--- src/common/pcrc_pkg.sv ---
package pcrc_pkg;

    // ----------------------------------------------------------------
    // register map (word index on the register port)
    // ----------------------------------------------------------------
    localparam logic [3:0] ADDR_CONTROL = 4'h0;
    localparam logic [3:0] ADDR_TAPS = 4'h1;
    localparam logic [3:0] ADDR_INPUT_WORD = 4'h2;
    localparam logic [3:0] ADDR_RESULT = 4'h3;

    // ----------------------------------------------------------------
    // control register field positions
    // ----------------------------------------------------------------
    localparam int CTRL_IDLE_STOP_BIT = 13;
    localparam int CTRL_COUNT_MSB = 12;
    localparam int CTRL_COUNT_LSB = 8;
    localparam int CTRL_FULL_BIT = 7;
    localparam int CTRL_EMPTY_BIT = 6;
    localparam int CTRL_SHIFT_GO_BIT = 4;
    localparam int CTRL_POLY_LEN_MSB = 3;

    // ----------------------------------------------------------------
    // reset values
    // ----------------------------------------------------------------
    localparam logic [3:0] POLY_LEN_RESET = 4'h0;
    localparam logic [15:0] TAPS_RESET = 16'h0000;
    localparam logic [15:0] RESULT_RESET = 16'h0000;
    localparam logic [4:0] COUNT_RESET = 5'h00;

    // ----------------------------------------------------------------
    // fifo sizing
    // ----------------------------------------------------------------
    localparam logic [3:0] POLY_LEN_SPLIT = 4'h7;
    localparam logic [4:0] DEPTH_LONG_WORD = 5'h08;
    localparam logic [4:0] DEPTH_SHORT_WORD = 5'h10;
    localparam int FIFO_SLOTS = 16;

    // tap bit 0 is not implemented and reads as zero
    localparam logic [15:0] TAPS_WRITE_MASK = 16'hfffe;

endpackage

--- src/rtl/pcrc_top.sv ---
`timescale 1ns/1ps

// What this block does
// - idle_stop set halts the block in idle; clear keeps it running
// - control bits 12:8 report valid words, up to 8 or 16
// - full flag bit 7 set when count equals fifo depth
// - empty flag bit 6 set at zero count; reads set after reset
// - shift_go bit 4 turns the serial shifter on or off
// - poly_len bits 3:0 hold polynomial length minus one, also word width
// - tap bit n in 15:1 adds feedback xor at term x^n; bit 0 reads zero
// - x^0 term always applied; top term applied without a tap bit
// - fifo is 8 deep when poly_len above 7, else 16 deep
// - data sits in low poly_len+1 bits; byte is smallest write
// - count increments when the word's most significant byte is written
// - shifter runs while shift_go and count nonzero; pops each word
// - one bit per clock, poly_len+1 cycles per word
// - write while full wraps count to zero, no interrupt
// - interrupt pulse when count goes from one to zero
// - sleep freezes the shifter in its current state; register writes still take effect
// - idle with idle_stop acts as sleep; pending interrupt still goes out

module pcrc_top (
    input wire logic clk_in,
    input wire logic sys_rst_in,
    input wire logic [3:0] reg_addr_in,
    input wire logic [15:0] reg_wdata_in,
    input wire logic [1:0] reg_byte_en_in,
    input wire logic reg_wr_in,
    input wire logic reg_rd_in,
    input wire logic sleep_in,
    input wire logic idle_in,
    output logic [15:0] reg_rdata_out,
    output logic crc_irq_out
);

    // ----------------------------------------------------------------
    // helper functions
    // ----------------------------------------------------------------

    // fifo depth for a given polynomial length
    function automatic logic [4:0] fifo_depth(input logic [3:0] len);
        if (len > pcrc_pkg::POLY_LEN_SPLIT) begin
            fifo_depth = pcrc_pkg::DEPTH_LONG_WORD;
        end else begin
            fifo_depth = pcrc_pkg::DEPTH_SHORT_WORD;
        end
    endfunction

    // pointer advance, wrapping at the active depth
    function automatic logic [3:0] ptr_step(input logic [3:0] ptr, input logic [3:0] len);
        logic [4:0] wide;
        wide = {1'b0, ptr} + 5'h01;
        if (wide >= fifo_depth(len)) begin
            ptr_step = 4'h0;
        end else begin
            ptr_step = wide[3:0];
        end
    endfunction

    // ----------------------------------------------------------------
    // declarations
    // ----------------------------------------------------------------
    logic idle_stop;
    logic shift_go;
    logic [3:0] poly_len;
    logic [15:0] taps;
    logic [15:0] word_hold;
    logic [15:0] fifo_mem [pcrc_pkg::FIFO_SLOTS];
    logic [3:0] wr_ptr;
    logic [3:0] rd_ptr;
    logic [4:0] word_count;
    logic [4:0] next_word_count;
    logic [3:0] bits_done;
    logic [15:0] crc_value;

    logic wr_control;
    logic wr_taps;
    logic wr_input;
    logic wr_result;
    logic msb_lane_hit;
    logic [15:0] push_word;
    logic push;
    logic overflow;
    logic fifo_full;
    logic fifo_empty;
    logic frozen;
    logic shift_active;
    logic last_bit;
    logic pop;
    logic [3:0] bit_sel;
    logic shift_bit;
    logic [15:0] control_view;

    // ----------------------------------------------------------------
    // power save and status decode
    // ----------------------------------------------------------------

    // sleep always freezes; idle only when idle_stop is set
    assign frozen = sleep_in | (idle_in & idle_stop);

    // flags follow the live word count
    assign fifo_full = (word_count == fifo_depth(poly_len));
    assign fifo_empty = (word_count == 5'h00);

    // ----------------------------------------------------------------
    // register write decode
    // ----------------------------------------------------------------
    assign wr_control = reg_wr_in & (reg_addr_in == pcrc_pkg::ADDR_CONTROL);
    assign wr_taps = reg_wr_in & (reg_addr_in == pcrc_pkg::ADDR_TAPS);
    assign wr_input = reg_wr_in & (reg_addr_in == pcrc_pkg::ADDR_INPUT_WORD);
    assign wr_result = reg_wr_in & (reg_addr_in == pcrc_pkg::ADDR_RESULT);

    // the word completes when the lane holding its top bit is written
    assign msb_lane_hit = (poly_len > pcrc_pkg::POLY_LEN_SPLIT) ?
                          reg_byte_en_in[1] : reg_byte_en_in[0];

    // merge the written lanes with bytes captured by earlier writes
    assign push_word = {reg_byte_en_in[1] ? reg_wdata_in[15:8] : word_hold[15:8],
                        reg_byte_en_in[0] ? reg_wdata_in[7:0] : word_hold[7:0]};

    assign push = wr_input & msb_lane_hit;
    assign overflow = push & fifo_full;

    // ----------------------------------------------------------------
    // serial shifter decode
    // ----------------------------------------------------------------

    // shifts only while enabled, words pending and not frozen
    assign shift_active = shift_go & ~fifo_empty & ~frozen;

    // top bit of the word goes first, one bit per clock
    assign bit_sel = poly_len - bits_done;
    assign shift_bit = fifo_mem[rd_ptr][bit_sel];
    assign last_bit = (bits_done == poly_len);
    assign pop = shift_active & last_bit & ~overflow;

    // ----------------------------------------------------------------
    // control register
    // ----------------------------------------------------------------

    // writable fields; count and flags are read-only
    always_ff @(posedge clk_in) begin
        if (sys_rst_in) begin
            idle_stop <= 1'b0;
            shift_go <= 1'b0;
            poly_len <= pcrc_pkg::POLY_LEN_RESET;
        end else if (wr_control) begin
            if (reg_byte_en_in[1]) begin
                idle_stop <= reg_wdata_in[pcrc_pkg::CTRL_IDLE_STOP_BIT];
            end
            if (reg_byte_en_in[0]) begin
                shift_go <= reg_wdata_in[pcrc_pkg::CTRL_SHIFT_GO_BIT];
                poly_len <= reg_wdata_in[pcrc_pkg::CTRL_POLY_LEN_MSB:0];
            end
        end
    end

    // ----------------------------------------------------------------
    // polynomial tap register
    // ----------------------------------------------------------------

    // bit 0 is never stored, so it reads back as zero
    always_ff @(posedge clk_in) begin
        if (sys_rst_in) begin
            taps <= pcrc_pkg::TAPS_RESET;
        end else if (wr_taps) begin
            if (reg_byte_en_in[1]) begin
                taps[15:8] <= reg_wdata_in[15:8];
            end
            if (reg_byte_en_in[0]) begin
                taps[7:0] <= reg_wdata_in[7:0] & pcrc_pkg::TAPS_WRITE_MASK[7:0];
            end
        end
    end

    // ----------------------------------------------------------------
    // input word assembly
    // ----------------------------------------------------------------

    // keeps bytes of a word that is written one lane at a time
    always_ff @(posedge clk_in) begin
        if (sys_rst_in) begin
            word_hold <= 16'h0000;
        end else if (wr_input) begin
            word_hold <= push_word;
        end
    end

    // ----------------------------------------------------------------
    // fifo storage
    // ----------------------------------------------------------------

    // words are written at the write pointer; storage needs no reset
    always_ff @(posedge clk_in) begin
        if (push & ~overflow) begin
            fifo_mem[wr_ptr] <= push_word;
        end
    end

    // ----------------------------------------------------------------
    // fifo pointers
    // ----------------------------------------------------------------

    // a write into a full fifo restarts both pointers as if empty
    always_ff @(posedge clk_in) begin
        if (sys_rst_in) begin
            wr_ptr <= 4'h0;
            rd_ptr <= 4'h0;
        end else if (overflow) begin
            wr_ptr <= 4'h0;
            rd_ptr <= 4'h0;
        end else begin
            if (push) begin
                wr_ptr <= ptr_step(wr_ptr, poly_len);
            end
            if (pop) begin
                rd_ptr <= ptr_step(rd_ptr, poly_len);
            end
        end
    end

    // ----------------------------------------------------------------
    // valid word count
    // ----------------------------------------------------------------

    // wrap on overflow, otherwise add pushes and remove pops
    always_comb begin
        next_word_count = word_count;
        if (overflow) begin
            next_word_count = 5'h00;
        end else if (push & ~pop) begin
            next_word_count = word_count + 5'h01;
        end else if (pop & ~push) begin
            next_word_count = word_count - 5'h01;
        end
    end

    // count is visible on the read that follows the write cycle
    always_ff @(posedge clk_in) begin
        if (sys_rst_in) begin
            word_count <= pcrc_pkg::COUNT_RESET;
        end else begin
            word_count <= next_word_count;
        end
    end

    // ----------------------------------------------------------------
    // bit position within the head word
    // ----------------------------------------------------------------

    // counts bits already sent; restarts on every new word
    always_ff @(posedge clk_in) begin
        if (sys_rst_in) begin
            bits_done <= 4'h0;
        end else if (overflow) begin
            bits_done <= 4'h0;
        end else if (shift_active) begin
            if (last_bit) begin
                bits_done <= 4'h0;
            end else begin
                bits_done <= bits_done + 4'h1;
            end
        end
    end

    // ----------------------------------------------------------------
    // interrupt event
    // ----------------------------------------------------------------

    // one-cycle pulse on the one-to-zero step of the count; an event
    // raised just before a freeze still leaves on the next edge
    always_ff @(posedge clk_in) begin
        if (sys_rst_in) begin
            crc_irq_out <= 1'b0;
        end else begin
            crc_irq_out <= (word_count == 5'h01) & (next_word_count == 5'h00);
        end
    end

    // ----------------------------------------------------------------
    // crc engine
    // ----------------------------------------------------------------

    // steps once per shifted bit; software may seed it by writing
    pcrc_lfsr u_lfsr (
        .clk_in(clk_in),
        .sys_rst_in(sys_rst_in),
        .step_in(shift_active & ~overflow),
        .bit_in(shift_bit),
        .poly_len_in(poly_len),
        .taps_in(taps),
        .load_in(wr_result),
        .load_value_in(reg_wdata_in),
        .crc_out(crc_value)
    );

    // ----------------------------------------------------------------
    // register read path
    // ----------------------------------------------------------------

    // assembled control word; unused bits read zero
    always_comb begin
        control_view = 16'h0000;
        control_view[pcrc_pkg::CTRL_IDLE_STOP_BIT] = idle_stop;
        control_view[pcrc_pkg::CTRL_COUNT_MSB:pcrc_pkg::CTRL_COUNT_LSB] = word_count;
        control_view[pcrc_pkg::CTRL_FULL_BIT] = fifo_full;
        control_view[pcrc_pkg::CTRL_EMPTY_BIT] = fifo_empty;
        control_view[pcrc_pkg::CTRL_SHIFT_GO_BIT] = shift_go;
        control_view[pcrc_pkg::CTRL_POLY_LEN_MSB:0] = poly_len;
    end

    // data stand only in the cycle after the read strobe
    always_ff @(posedge clk_in) begin
        if (sys_rst_in) begin
            reg_rdata_out <= 16'h0000;
        end else if (reg_rd_in) begin
            case (reg_addr_in)
                pcrc_pkg::ADDR_CONTROL: begin
                    reg_rdata_out <= control_view;
                end
                pcrc_pkg::ADDR_TAPS: begin
                    reg_rdata_out <= taps;
                end
                pcrc_pkg::ADDR_INPUT_WORD: begin
                    reg_rdata_out <= word_hold;
                end
                pcrc_pkg::ADDR_RESULT: begin
                    reg_rdata_out <= crc_value;
                end
                default: begin
                    reg_rdata_out <= 16'h0000;
                end
            endcase
        end else begin
            reg_rdata_out <= 16'h0000;
        end
    end

endmodule

--- src/rtl/pcrc_lfsr.sv ---
`timescale 1ns/1ps

// ----------------------------------------------------------------
// crc engine: galois shift register of programmable length
// ----------------------------------------------------------------
module pcrc_lfsr (
    input wire logic clk_in,
    input wire logic sys_rst_in,
    input wire logic step_in,
    input wire logic bit_in,
    input wire logic [3:0] poly_len_in,
    input wire logic [15:0] taps_in,
    input wire logic load_in,
    input wire logic [15:0] load_value_in,
    output logic [15:0] crc_out
);

    logic [15:0] next_crc;
    logic feedback;

    // one shift step: x^0 always fed back, top term implicit
    always_comb begin
        feedback = bit_in ^ crc_out[poly_len_in];
        next_crc = 16'h0000;
        next_crc[0] = feedback;
        for (int i = 1; i < 16; i++) begin
            if (i <= int'(poly_len_in)) begin
                next_crc[i] = crc_out[i - 1] ^ (taps_in[i] & feedback);
            end
        end
    end

    // state register, seeded by software through the result port
    always_ff @(posedge clk_in) begin
        if (sys_rst_in) begin
            crc_out <= pcrc_pkg::RESULT_RESET;
        end else if (load_in) begin
            crc_out <= load_value_in;
        end else if (step_in) begin
            crc_out <= next_crc;
        end
    end

endmodule

--- config.mk ---
export PLATFORM = sky130hd
export DESIGN_NAME = pcrc_top
export DESIGN_NICKNAME = d
export VERILOG_FILES = /design/src/common/pcrc_pkg.sv /design/src/rtl/pcrc_top.sv /design/src/rtl/pcrc_lfsr.sv
export SDC_FILE = /design/constraint.sdc
export NUM_CORES = 1
export LEC_CHECK = 0
export ABC_AREA = 1
export BUFFER_PORTS_ARGS = -buffer_cell sky130_fd_sc_hd__buf_2
export CORE_MARGIN = 10
export CORE_UTILIZATION = 45
export DETAILED_ROUTE_END_ITERATION = 12
export GPL_ROUTABILITY_DRIVEN = 0
export PLACE_DENSITY = 0.58
export SYNTH_ARGS = -nofsm -noshare
export SYNTH_HDL_FRONTEND = slang
export SYNTH_HIERARCHICAL = 1
export SYNTH_SLANG_ARGS = --single-unit
--- constraint.sdc ---
create_clock -name clk_in -period 3.8 [get_ports clk_in]
set_input_delay 0.19 -clock clk_in [delete_from_list [all_inputs] [get_ports clk_in]]
set_output_delay 0.19 -clock clk_in [all_outputs]
set_load 0.05 [all_outputs]
-- Word level (Yosys, flattened, before mapping)
Memory sizes are Yosys's and may differ from the RTL's. A register that Yosys moved wholly into a read port is not among the register bits.
Cells that the tools add are included.
- register bits: 87
- bits in writable memories: 256
- bits of input ports: 28
- output and inout port bits: 17
- word-level logic and storage cells: 152
- memories kept: 1
- memories (name ; words ; width ; rd ports ; clocked after memory_dff ; wr ports ; line ; text):
    fifo_mem ; 16 ; 16 ; 1 ; 1 ; 1 ; pcrc_top.sv:68 ; logic [15:0] fifo_mem [pcrc_pkg::FIFO_SLOTS];
- add/subtract/negate cells: 6
- order comparisons: 20
- eq/ne operators: 6
- muxes and demuxes: 42
- bitwise gates (word level): 54
- reductions and logical operators: 10
- operators with widths (kind ; number):
    $pmux W16 S4 ; 1
    $mux W5 ; 10
    $le A4 B4 Y1 const A ; 8
    $mux W16 ; 2
    $and A1 B1 Y1 ; 31
    $mux W1 ; 20
    $mux W4 ; 5
    $le A3 B4 Y1 const A ; 4
    $mux W8 ; 2
    $xor A1 B1 Y1 ; 16
    $add A4 B1 Y5 const B ; 2
    $ge A5 B5 Y1 ; 2
    $logic_not A5 Y1 ; 2
    $lt A4 B5 Y1 const B ; 2
    $bmux W1 S4 ; 2
    $eq A4 B2 Y1 const B ; 2
    $le A2 B4 Y1 const A ; 2
    $reduce_and A2 Y1 ; 4
    $not A1 Y1 ; 6
    $add A5 B1 Y5 const B ; 1
    $eq A5 B1 Y1 const B ; 1
    $eq A5 B5 Y1 ; 1
    $sub A5 B1 Y5 const B ; 1
    $add A4 B1 Y4 const B ; 1
    other kinds (9) ; 10

-- Longest topological paths before layout
- depth in word-level cells: 13
- mapped depth: 21
- depth with buffers taken out: 18

-- Hierarchy
The synthesis kept the hierarchy.
- by module, submodules not included (module ; times used ; cells an instance ; area each (um2) ; seq. area each (um2)):
    pcrc_top ; 1 ; 1344 ; 14096.0 ; 9188.8
    pcrc_lfsr ; 1 ; 215 ; 1239.9 ; 320.3

-- Least setup slack after synthesis
No wires, ideal clock.
- path type: register -> register
- start point: register poly_len[3]
- end point: memory fifo_mem[15][0], enable pin
- setup time: 0.430 ns
- arrival: 2.681 ns
- required time: 3.370 ns
- path slack: 0.689 ns
- cell stages (with the launch flop): 6
- buffers on the path: 1
- clock period less this slack: 3.111 ns
- path through: dfxtp_1 o21ai_2 nor2_8 inv_2 buf_6 nor4_1
- longest elaborated chain between the ends: 8
- elaborated cells between the ends (all ways): 10
- those cells by class: 1 x order compare; 1 x eq/ne; 4 x mux; 4 x bitwise
- RTL lines (element ; line ; text):
    from (decl) ; pcrc_top.sv:65 ; logic [3:0] poly_len;
    from (signal assigned) ; pcrc_top.sv:146 ; poly_len <= pcrc_pkg::POLY_LEN_RESET;
    from (signal assigned) ; pcrc_top.sv:153 ; poly_len <= reg_wdata_in[pcrc_pkg::CTRL_POLY_LEN_MSB:0];
    $gt A4 B3 Y1 * ; pcrc_top.sv:42, pcrc_top.sv:114 ;
    $mux W5 / $mux W1 (equally long branches) ; pcrc_top.sv:42, pcrc_top.sv:114 ;
    $eq A5 B5 Y1 / $and A1 B1 Y1 (equally long branches) ; pcrc_top.sv:102, pcrc_top.sv:121 ;
    $and A1 B1 Y1 ; pcrc_top.sv:122 ; assign overflow = push & fifo_full;
    $not A1 Y1 ; pcrc_top.sv:195 ; if (push & ~overflow) begin
    $and A1 B1 Y1 * ; pcrc_top.sv:195 ;
    $mux W1 * ; pcrc_top.sv:195 ;
    $mux W1 (not written as such) * ; pcrc_top.sv:196 ; fifo_mem[wr_ptr] <= push_word;
    to (decl) ; pcrc_top.sv:68 ;
Every way passes the cells marked *; elsewhere a longest branch is shown, timed or not.

==> out/results.ini <==
[run_status]
status=finished clean

[floorplan]
die_x_microns=205
die-area_sq_um=41900
core_sq_um=33600
start_util=0.456
rows=67
ioPinCount=45
die_h_microns=205

[cts]
post_cts_buffers=0
htree_num_levels=2
clock-sinks=347
cts_buffers=38
cts_tree=done
cts_root_buf=clkbuf_16
cts.reportedPaths.clkPinSlew_ps=60
clk_path_buf_depth=3
clock_latency_ps=530

[routing]
vias=11500
drtAntennaViolNets=0
wl_met2_mm=18.8
drc=0
wl_met1_mm=18.5
first_pass_iters=6
met3WireLength_mm=2.83
drt_iter0_drc=1014
routed_wl_mm=41.1
routed_via_density=5.50
wl_per_cell_microns=19.7
top_layer=met4

[grt]
grt_usage=0.193
gr-total-overflow=0
grt_pass1_wl_mm=63.3
grt_max_degree=129
first_global_vias=10800
grt_antenna_before_repair=0

[cells_and_area]
drive_gt1_frac=0.119
insertedDiodeCount=0
design_area_sq_um=17400
fill_cells=3054
area_delta_synth_final_pct=13.6
regArea_sq_um=9510
nNetsFinal=1658
multi_input_area_sq_um=5050

[logic_synthesis]
synth_warnings=6
synthCells=1558
syn_avg_cell_area_sq_um=9.84
syn_nets=1606
synth_area_sq_um=15300

[sta]
hold_viol=0
setup_tns_ps=0
rsz0062_at_grt=no
tightestPinTransition_ps=1250
skew_ps=20.8
min_period_over_period=0.821
min_period_ps=3120
slew_violations=0
setup_viol=0
maxClockFrequency_ghz=0.321
relSlewSlack=0.161

[power]
p_per_area_nw_per_um2=453
ir_drop_mv=0.305
p_leak_nw=6.53

[placed_design]
post_dp_cell_area_sq_um=16100
hpwl_mm=25.5
port_buffers=44

[critical_path]
end_kind=flip-flop
crit_family=simple AND/OR/NAND/NOR gates
max_stage_delay_ps=630
worstPathMaxFanout=64
worstSetupPathType=reg -> reg
cp_common_cell=nand3_1
slowest_stage=buf_4
start_kind=flip-flop
crit_required_ps=4180
path_buf_inv=2
cp.arrival_ps=3500
cp_cell_sequence=buf_4, nand3_1, nand3_1, nand3_1, nand3_1, nand2_1, nand2_1, nand3_1, nand3b_1, nand2_1, inv_1, o21ai_1, nand2_2, nand3_1, nand3_1, a21oi_1

[worst_hold_path]
hold_path.class=in -> reg

[job]
drv_cap=0

## where the power goes
group          total (mW)  switching (mW)  leakage [nW]  internal [mW]
logic               0.237           0.177          2.85         0.0598
clock network        3.56            1.47         0.603           2.09
registers            4.09         0.00996          3.07           4.08
## tightest hold or removal path: stages
cell and delay (ps):
buf_2 130, o21ai_0 90, a21oi_1 100
## layout by cell type, fill, tap and decap left out, types with 4 or more instances in the layout
| cell type | n |
|---|---|
| nor2_1 | 51 |
| a21oi_1 | 66 |
| clkbuf_16 | 39 |
| xor2_1 | 11 |
| nor3_1 | 4 |
| clkbuf_1 | 8 |
| buf_12 | 4 |
| a22oi_1 | 17 |
| clkinv_1 | 7 |
| nand3_1 | 306 |
| o221ai_1 | 4 |
| inv_2 | 7 |
| buf_2 | 44 |
| clkinv_2 | 10 |
| dfxtp_1 | 89 |
| dlygate4sd3_1 | 7 |
| o21ai_1 | 13 |
| o21ai_0 | 44 |
| inv_1 | 94 |
| ha_1 | 19 |
| nand2_1 | 412 |
| nor2_2 | 13 |
| o22ai_1 | 11 |
| a221oi_1 | 12 |
| buf_4 | 41 |
| edfxtp_1 | 256 |
| nor2_4 | 4 |
## layer usage
metal / up-vias / GRT usage
li1: 5493 / -
met2: 386 / 0.302
met1: 5542 / 0.268
met5: - / 0
met4: 0 / 0.0616
met3: 68 / 0.0338
## sequential cells by signal, summed over array words and instances (netlist names), named ones only
name            count
fifo_mem          256
reg_rdata_out      16
u_lfsr/crc_out     16
word_hold          16
taps               15
word_count          5
bits_done           4
poly_len            4
rd_ptr              4
wr_ptr              4
crc_irq_out         1
idle_stop           1
shift_go            1
## per-stage QoR
step	hold slack, ps	utilization	power, mW	cells	setup slack, ps
2_1_floorplan	259	-	4.29	1558	689
3_3_place_gp	454	0.480	4.39	2011	842
3_5_place_dp	467	0.480	4.40	2011	747
4_1_cts	14.8	0.518	7.96	2088	730
5_1_grt	43.6	0.518	8.13	2088	419
6_report	30.1	0.518	7.88	2088	680
## worst paths after layout
check | start | endpoint | slack [ps] | cells after the start
min reg2reg | word_hold[7]$_SDFFE_PP0P_ | word_hold[7]$_SDFFE_PP0P_ | 480 | 2
min | reg_wdata_in[11] | taps[11]$_SDFFE_PP0P_ | 30 | 3
max | flip-flop | u_lfsr/crc_out[10]$_SDFFE_PP0P_ | 680 | 16
max reg2reg | flip-flop | u_lfsr/crc_out[10]$_SDFFE_PP0P_ | 680 | 16
## repair_timing
action / CTS / global route
hold buffers: 7 / 0
hold endpoints to repair: 8 / 0
resized for setup: 0 / 0
## final cells by class
| class | count | area share |
|---|---|---|
| clock buffer | 50 | 0.0601 |
| clock inverter | 20 | 0.00970 |
| inverter | 104 | 0.0226 |
| multi-input combinational | 1023 | 0.290 |
| sequential | 347 | 0.546 |
| tap | 448 | 0.0322 |
| timing repair buffer | 96 | 0.0389 |
Note: power is estimated with default switching activity, not from simulation.
